[config.mk]
export PLATFORM = sky130hd
export DESIGN_NAME = scd_top
export DESIGN_NICKNAME = d
export VERILOG_FILES = /design/src/hdl/scd_pkg.sv /design/src/hdl/scd_top.sv /design/src/hdl/scd_sync3.sv
export VERILOG_INCLUDE_DIRS = /design/src /design/src/hdl
export SDC_FILE = /design/constraint.sdc
export NUM_CORES = 1
export LEC_CHECK = 0
export BUFFER_PORTS_ARGS = -buffer_cell sky130_fd_sc_hd__buf_2
export CAP_MARGIN = 15
export CORE_MARGIN = 1
export CORE_UTILIZATION = 50
export DETAILED_ROUTE_END_ITERATION = 8
export MAX_ROUTING_LAYER = met4
export PLACE_DENSITY_LB_ADDON = 0.2
export SYNTH_ARGS = -nofsm -noshare
export SYNTH_HDL_FRONTEND = slang
export SYNTH_SLANG_ARGS = --single-unit
export TNS_END_PERCENT = 5
[constraint.sdc]
create_clock -name mclk -period 2.99 [get_ports mclk]
set_input_delay 0.4485 -clock mclk [delete_from_list [all_inputs] [get_ports mclk]]
set_output_delay 0.4485 -clock mclk [all_outputs]
set_load 0.01 [all_outputs]
[src/hdl/scd_defs.svh]
`ifndef SCD_DEFS_SVH
`define SCD_DEFS_SVH

`define SCD_ADDR_SRC_DIV 8'hA9
`define SCD_ADDR_IOSC_CTL 8'hB2
`define SCD_ADDR_IOSC_TRIM 8'hB3

`define SCD_SRC_DIV_RESET 8'h34
`define SCD_IOSC_CTL_RESET 8'h0F
`define SCD_DIV_RESET 3'h3
`define SCD_SRC_RESET 3'h4
`define SCD_IOSC_RSVD 6'h0F
`define SCD_TRIM_PRELOAD 7'h40

`define SCD_BIT_DIV_READY 7
`define SCD_POS_DIV 4
`define SCD_BIT_UNUSED 3
`define SCD_POS_SRC 0
`define SCD_BIT_IOSC_ON 7
`define SCD_BIT_IOSC_FRDY 6
`define SCD_BIT_DITHER 7

`define SCD_SRC_CODE_INT 3'h0
`define SCD_SRC_CODE_EXT 3'h1
`define SCD_SRC_CODE_RTC 3'h3
`define SCD_SRC_CODE_LP 3'h4

`define SCD_SRC_IDX_INT 2'h0
`define SCD_SRC_IDX_EXT 2'h1
`define SCD_SRC_IDX_RTC 2'h2
`define SCD_SRC_IDX_LP 2'h3

`define SCD_DIV_MAX_SRC_CYCLES 128

`endif

[src/hdl/scd_pkg.sv]
package scd_pkg;

  typedef enum logic [1:0] {
    sw_run,
    sw_drain_old,
    sw_wait_new
  } scd_sw_state_t;

  typedef logic [2:0] scd_div_code_t;
  typedef logic [2:0] scd_src_code_t;
  typedef logic [1:0] scd_src_idx_t;

endpackage : scd_pkg

[src/hdl/scd_top.sv]
`timescale 1ns/1ps
`include "scd_defs.svh"
// system clock source select and power-of-two divider
module scd_top (
  input wire logic mclk,
  input wire logic arst_n,
  input wire logic [7:0] sfr_addr,
  input wire logic sfr_wr,
  input wire logic sfr_rd,
  input wire logic [7:0] sfr_wdata,
  output logic [7:0] sfr_rdata,
  input wire logic osc_int_in,
  input wire logic osc_ext_in,
  input wire logic osc_rtc_in,
  input wire logic osc_lp_in,
  input wire logic osc_int_settled,
  input wire logic [6:0] trim_factory,
  output logic sysclk_out,
  output logic [1:0] sysclk_src_idx,
  output logic osc_int_on,
  output logic [6:0] osc_int_trim,
  output logic osc_dither_en
);

  // oscillator levels, one synchroniser each
  logic [3:0] osc_raw;
  logic [3:0] osc_lvl;
  logic [3:0] osc_chg;
  logic settled_lvl;

  // software-visible state
  scd_pkg::scd_div_code_t div_req_reg;
  scd_pkg::scd_src_code_t src_req_reg;
  logic osc_on_reg;
  logic freq_rdy_reg;
  logic [6:0] trim_reg;
  logic trim_loaded_reg;
  logic dither_reg;
  logic [7:0] rdata_reg;

  // clock generation state
  scd_pkg::scd_sw_state_t sw_state_reg;
  scd_pkg::scd_src_idx_t cur_src_reg;
  scd_pkg::scd_src_idx_t pend_src_reg;
  scd_pkg::scd_div_code_t div_act_reg;
  logic [6:0] half_cnt_reg;
  logic sysclk_reg;

  // combinational helpers
  logic req_valid;
  scd_pkg::scd_src_idx_t req_idx;
  logic [6:0] half_limit;
  logic cur_chg;
  logic cur_lvl;
  logic new_fall;
  logic count_en;
  logic hit;
  logic old_low_fall;
  logic toggle_en;
  logic exit_old;
  logic wr_src_div;
  logic wr_ctl;
  logic wr_trim;
  logic div_ready;
  logic osc_on_next;
  logic [7:0] rdata_next;

  // pin order matches the source index encoding
  assign osc_raw = {osc_lp_in, osc_rtc_in, osc_ext_in, osc_int_in};

  genvar gi;
  generate
    for (gi = 0; gi < 4; gi++) begin : g_osc_sync
      scd_sync3 u_sync (
        .mclk(mclk),
        .arst_n(arst_n),
        .din(osc_raw[gi]),
        .level(osc_lvl[gi]),
        .change(osc_chg[gi])
      );
    end
  endgenerate

  // settled flag from the analog side, filtered like the clocks
  scd_sync3 u_settled_sync (
    .mclk(mclk),
    .arst_n(arst_n),
    .din(osc_int_settled),
    .level(settled_lvl),
    .change()
  );

  // register strobes
  assign wr_src_div = sfr_wr && (sfr_addr == `SCD_ADDR_SRC_DIV);
  assign wr_ctl = sfr_wr && (sfr_addr == `SCD_ADDR_IOSC_CTL);
  assign wr_trim = sfr_wr && (sfr_addr == `SCD_ADDR_IOSC_TRIM);

  // ready whenever the running divide equals the requested one
  // not sticky: writing back the running code shows ready at once
  assign div_ready = (div_act_reg == div_req_reg);

  // source code decode; reserved codes never start a switch
  always_comb begin
    req_valid = 1'b1;
    req_idx = `SCD_SRC_IDX_LP;
    case (src_req_reg)
      `SCD_SRC_CODE_INT: req_idx = `SCD_SRC_IDX_INT;
      `SCD_SRC_CODE_EXT: req_idx = `SCD_SRC_IDX_EXT;
      `SCD_SRC_CODE_RTC: req_idx = `SCD_SRC_IDX_RTC;
      `SCD_SRC_CODE_LP: req_idx = `SCD_SRC_IDX_LP;
      default: req_valid = 1'b0;
    endcase
  end

  // half periods of the source per divided half period: 2**code
  always_comb begin
    half_limit = 7'((8'h01 << div_act_reg) - 8'h01);
  end

  // edges of the running source and of the one being switched to
  always_comb begin
    cur_chg = osc_chg[cur_src_reg];
    cur_lvl = osc_lvl[cur_src_reg];
    new_fall = osc_chg[pend_src_reg] && !osc_lvl[pend_src_reg];
  end

  // count source half periods; frozen while waiting on the new source
  always_comb begin
    hit = (half_cnt_reg == half_limit);
    count_en = cur_chg && (sw_state_reg != scd_pkg::sw_wait_new);
  end

  // while draining, a falling old edge with output low ends the old source
  always_comb begin
    old_low_fall = cur_chg && !cur_lvl && !sysclk_reg;
    toggle_en = count_en && hit &&
                !((sw_state_reg == scd_pkg::sw_drain_old) && old_low_fall);
    // a counted toggle to low also leaves the old source cleanly
    exit_old = old_low_fall || (cur_chg && hit && sysclk_reg);
  end

  // source switch sequencer: run, drain old until output low on an old fall,
  // wait a fall of the new source, then run on it with the count cleared;
  // a request made mid-switch is taken once back in run
  always_ff @(posedge mclk or negedge arst_n) begin
    if (!arst_n) begin
      sw_state_reg <= scd_pkg::sw_run;
      cur_src_reg <= `SCD_SRC_IDX_LP;
      pend_src_reg <= `SCD_SRC_IDX_LP;
    end else begin
      case (sw_state_reg)
        scd_pkg::sw_run: begin
          if (req_valid && (req_idx != cur_src_reg)) begin
            pend_src_reg <= req_idx;
            sw_state_reg <= scd_pkg::sw_drain_old;
          end
        end
        scd_pkg::sw_drain_old: begin
          if (exit_old) begin
            sw_state_reg <= scd_pkg::sw_wait_new;
          end
        end
        scd_pkg::sw_wait_new: begin
          if (new_fall) begin
            cur_src_reg <= pend_src_reg;
            sw_state_reg <= scd_pkg::sw_run;
          end
        end
        default: begin
          sw_state_reg <= scd_pkg::sw_run;
        end
      endcase
    end
  end

  // half-period counter and divide application
  always_ff @(posedge mclk or negedge arst_n) begin
    if (!arst_n) begin
      half_cnt_reg <= 7'h00;
      div_act_reg <= `SCD_DIV_RESET;
    end else begin
      // new source: restart the count and take any pending divide
      if ((sw_state_reg == scd_pkg::sw_wait_new) && new_fall) begin
        half_cnt_reg <= 7'h00;
        div_act_reg <= div_req_reg;
      end else if (count_en) begin
        if (hit) begin
          half_cnt_reg <= 7'h00;
          // new divide only at the end of a full output period
          if (sysclk_reg) begin
            div_act_reg <= div_req_reg;
          end
        end else begin
          half_cnt_reg <= 7'(half_cnt_reg + 7'h01);
        end
      end
    end
  end

  // divided system clock; moves only on counted source edges
  always_ff @(posedge mclk or negedge arst_n) begin
    if (!arst_n) begin
      sysclk_reg <= 1'b0;
    end else if (toggle_en) begin
      sysclk_reg <= !sysclk_reg;
    end
  end

  // clock select and divider register
  // bit 3 has no storage, so it always reads back zero
  always_ff @(posedge mclk or negedge arst_n) begin
    if (!arst_n) begin
      div_req_reg <= `SCD_DIV_RESET;
      src_req_reg <= `SCD_SRC_RESET;
    end else if (wr_src_div) begin
      div_req_reg <= sfr_wdata[`SCD_POS_DIV +: 3];
      src_req_reg <= sfr_wdata[`SCD_POS_SRC +: 3];
    end
  end

  // enable as it stands after this edge; ready must drop with a disabling write
  always_comb begin
    osc_on_next = osc_on_reg;
    if (wr_ctl) begin
      osc_on_next = sfr_wdata[`SCD_BIT_IOSC_ON];
    end
  end

  // internal oscillator enable and ready
  always_ff @(posedge mclk or negedge arst_n) begin
    if (!arst_n) begin
      osc_on_reg <= 1'b0;
      freq_rdy_reg <= 1'b0;
    end else begin
      osc_on_reg <= osc_on_next;
      freq_rdy_reg <= osc_on_next && settled_lvl;
    end
  end

  // trim: factory value caught on the first edge after reset release
  always_ff @(posedge mclk or negedge arst_n) begin
    if (!arst_n) begin
      trim_reg <= `SCD_TRIM_PRELOAD;
      trim_loaded_reg <= 1'b0;
      dither_reg <= 1'b0;
    end else if (!trim_loaded_reg) begin
      // a trim write on this first edge loses to the strap
      trim_reg <= trim_factory;
      trim_loaded_reg <= 1'b1;
    end else if (wr_trim) begin
      // larger code means slower oscillator, applied in the analog trim
      trim_reg <= sfr_wdata[6:0];
      dither_reg <= sfr_wdata[`SCD_BIT_DITHER];
    end
  end

  // read mux; unmapped addresses read as zero
  always_comb begin
    rdata_next = 8'h00;
    case (sfr_addr)
      `SCD_ADDR_SRC_DIV: begin
        rdata_next = {div_ready, div_req_reg, 1'b0, src_req_reg};
      end
      `SCD_ADDR_IOSC_CTL: begin
        rdata_next = {osc_on_reg, freq_rdy_reg, `SCD_IOSC_RSVD};
      end
      `SCD_ADDR_IOSC_TRIM: begin
        rdata_next = {dither_reg, trim_reg};
      end
      default: begin
        rdata_next = 8'h00;
      end
    endcase
  end

  // read data, held until the next read
  always_ff @(posedge mclk or negedge arst_n) begin
    if (!arst_n) begin
      rdata_reg <= 8'h00;
    end else if (sfr_rd) begin
      rdata_reg <= rdata_next;
    end
  end

  // output copies, each from its own flop
  always_ff @(posedge mclk or negedge arst_n) begin
    if (!arst_n) begin
      sysclk_src_idx <= `SCD_SRC_IDX_LP;
    end else begin
      sysclk_src_idx <= cur_src_reg;
    end
  end

  // outputs straight from their flops
  assign sfr_rdata = rdata_reg;
  assign sysclk_out = sysclk_reg;
  assign osc_int_on = osc_on_reg;
  assign osc_int_trim = trim_reg;
  assign osc_dither_en = dither_reg;

endmodule : scd_top

[src/hdl/scd_sync3.sv]
`timescale 1ns/1ps
// three-stage synchroniser; filtered level moves once stages two and three agree
module scd_sync3 (
  input wire logic mclk,
  input wire logic arst_n,
  input wire logic din,
  output logic level,
  output logic change
);

  logic s1_reg;
  logic s2_reg;
  logic s3_reg;
  logic level_reg;
  logic change_reg;

  always_ff @(posedge mclk or negedge arst_n) begin
    if (!arst_n) begin
      s1_reg <= 1'b0;
      s2_reg <= 1'b0;
      s3_reg <= 1'b0;
    end else begin
      s1_reg <= din;
      s2_reg <= s1_reg;
      s3_reg <= s2_reg;
    end
  end

  always_ff @(posedge mclk or negedge arst_n) begin
    if (!arst_n) begin
      level_reg <= 1'b0;
      change_reg <= 1'b0;
    end else begin
      change_reg <= (s2_reg == s3_reg) && (s3_reg != level_reg);
      if (s2_reg == s3_reg) begin
        level_reg <= s3_reg;
      end
    end
  end

  assign level = level_reg;
  assign change = change_reg;

endmodule : scd_sync3

==> impl_metrics.ini <==
[synthesis]
ys_seq_area_share_pct = 54.9
synthFlopType = dfrtp_1
synth_nets = 319
ys_async_sr_fraction_pct = 100
ys_ff_latch = 68
syn_avg_cell_area_um2 = 11.0
synth_area_um2 = 3130
synth_cells = 285
synth_edf_count = 0
yosysUniqueCellTypes = 54
yosys_warnings = 0

[power]
internal_power_w = 0.00211
peakVddDrop_uv = 608
p_leak_nw = 1.80
p_comb_share_pct = 35.3
clkPwrFrac_pct = 26.5
fin_total_pwr_w = 0.00319
power_frac_seq_pct = 38.2
switchingPower_w = 0.00108
power.density_nw_per_um2 = 842
switching_share_pct = 34.0

[critical_path]
path_cells = or3_4 > ha_4 > xnor2_2 > or4_1 > a311o_1 > nor3_2 > a31o_4 > mux2_4
worstPathArrival_ns = 3.17
endpoint_kind = register
critPathMaxFanout = 8
regToRegSetupSlack_ns = 0.05
cp-start-kind = register
critPathMaxStageDelay_ns = 0.47
worstSetupPathType = register to register
critPathSlowestCell = or4_1
crit_required_ns = 3.22

[clocking]
root_buffer = clkbuf_8
cts_buffers = 9
worst_skew_pair.late_latency_ns = 0.34
htree_levels = 3
cts_tree = done
cts_buffer_depth = 2
clkTransAtPathRegs_ns = 0.08
cts.sinks = 68

[floorplan]
rows = 28
core_area_um2 = 5990
die_h_um = 81.1
initial_utilization_pct = 52.2
dieWidth_um = 81.1
dieArea_um2 = 6580
io_pins = 52

[drt]
vias = 2355
wl_per_cell_um = 14.7
drc_errors = 0
antenna_left = 0
wirelength_um = 6340
drtPass1Iterations = 4
viasPerCell = 5.45
drtIter0Drc = 93

[placed_design]
place_congestion = 0.874
hpwlAfterDp_um = 4560
pre_cts_ws_ns = 0.0713
port_buffers = 51

[timing]
slew_headroom_pct = 42.8
skew_ns = 0.0103
max_freq_mhz = 340
hold_violations = 0
rsz0062_at_grt = no
worst_slew_pin_slew_ns = 0.858
fin_crit_ns = 2.94
final-setup-viol-count = 0
worst_slack_ns = 0.0465
period_share_pct = 98.4
setup_tns_ns = 0
slew_violations = 0

[grt]
overflow = 0
grt_max_degree = 42
grt_pass1_vias = 2072
grt_usage_pct = 20.8
antenna_found_initial = 0
grt_pass1_wl_um = 9730

[final_layout]
final_util_pct = 63.3
drive_above_1_share_pct = 33.3
fin_nets = 386
largest_reg_flops = 8
area_delta_synth_final_pct = 21.1
antenna_cells = 0
n_fill_cell = 481

[job]
drv_cap = 0

[hold_path]
hold_path_class = primary input to asynchronous set/reset pin

[run_status]
outcome = finished, final reports clean
## layout make-up
class | instances | area (um2) | area share (%)
multi-input cells | 194 | 1350 | 35.6
repair buffers | 64 | 350 | 9.24
flip-flops and latches | 68 | 1720 | 45.3
inverters | 15 | 56.3 | 1.49
clock inverters | 6 | 86.3 | 2.28
clock buffers | 10 | 138 | 3.63
well taps | 75 | 93.8 | 2.48
## synthesized netlist by cell type, types with 3 or more instances
cell | n | area [um2]
nor2_1 | 20 | 75.1
and3_1 | 3 | 18.8
dfrtp_1 | 56 | 1400
xnor2_1 | 3 | 26.3
a21boi_0 | 3 | 22.5
mux2i_1 | 7 | 70.1
mux2_2 | 10 | 113
nand2b_1 | 7 | 43.8
or2_2 | 3 | 18.8
o21ai_0 | 14 | 70.1
a22o_1 | 3 | 26.3
nor3_1 | 6 | 30.0
o22ai_1 | 8 | 50.1
dfstp_2 | 12 | 315
a21oi_1 | 18 | 90.1
a21o_1 | 5 | 37.5
buf_2 | 3 | 15.0
and2_1 | 3 | 18.8
mux2_4 | 3 | 45.0
nand2_1 | 25 | 93.8
inv_1 | 15 | 56.3
clkbuf_1 | 4 | 15.0
xor2_1 | 6 | 52.6
nor4_1 | 4 | 25.0
nand3_1 | 5 | 25.0
## critical path: cells and delay by family, from the launching register on
kind	cells	cell delay, ns
and+or+nand+nor	3	1.12
AOI/OAI and AO/OA	2	0.66
DFF	1	0.42
muxes	1	0.30
adders and majority gates	1	0.18
xor gates and xnor gates	1	0.15
## power by group through the flow
stage,clock [W],combinational (W),sequential (W)
after CTS,0.000862,0.000983,0.00123
after floorplan,0,0.000770,0.00118
after global routing,0.000904,0.00124,0.00124
final,0.000845,0.00113,0.00122
after global placement,0,0.000937,0.00124
after detailed placement,0,0.000974,0.00125
## layout by cell type (no fill, tap or decap), drive strengths merged, types with 3 or more instances in the layout
master  count
a21oi      18
or2         3
nand2b      7
xnor2       3
nand3       5
and2        3
inv        16
a22o        3
o21ai      14
and3        3
mux2i       7
a21o        6
mux2       13
buf        63
nor4        4
nand2      25
nor2       20
dfrtp      56
clkbuf     11
dfstp      12
a21boi      3
xor2        7
o22ai       8
nor3        7
## metrics by stage
step / instance area [um2] / std cells / hold slack (ns)
after floorplan: 3130 / 285 / 0.153
after global placement: 3500 / 410 / 0.336
after detailed placement: 3500 / 410 / 0.336
after CTS: 3720 / 426 / 0.194
after global routing: 3790 / 432 / 0.188
final: 3790 / 432 / 0.202
## final timing paths
kind,from,end,depth (start not counted)
setup / recovery,div_act_reg[1],div_act_reg[2],8
hold / removal,arst_n,sfr_rdata[7],1
setup reg to reg,div_act_reg[1],div_act_reg[2],8
hold reg to reg,g_osc_sync[0].u_sync.s1_reg,g_osc_sync[0].u_sync.s2_reg,0
max in group asynchronous,arst_n,cur_src_reg[0],2
min in group mclk,osc_int_settled,u_settled_sync.s1_reg,1
## routing by layer
layer	GRT usage, %	wire, um	vias up
met2	28.8	3080	58
met4	7.86	68	0
met5	-	0	-
li1	-	-	1157
met3	5.84	334	7
met1	28.9	2860	1133
## logic make-up after synthesis
kind of cell	share of synthesized area, %
flip-flops	54.9
AO/OA/AOI/OAI	14.7
other	0.120
multiplexers	8.72
AND/OR/NAND/NOR	14.3
XOR/XNOR	3.04
adder cells (fa/ha/maj)	1.44
buffers and inverters	2.88
## timing repair
action,4_1_cts,5_1_grt
buffers inserted,0,6
hold buffers,0,0
endpoints found under the setup margin,0,7
gates resized for setup,0,5
Note: power is estimated with default switching activity, not from simulation.
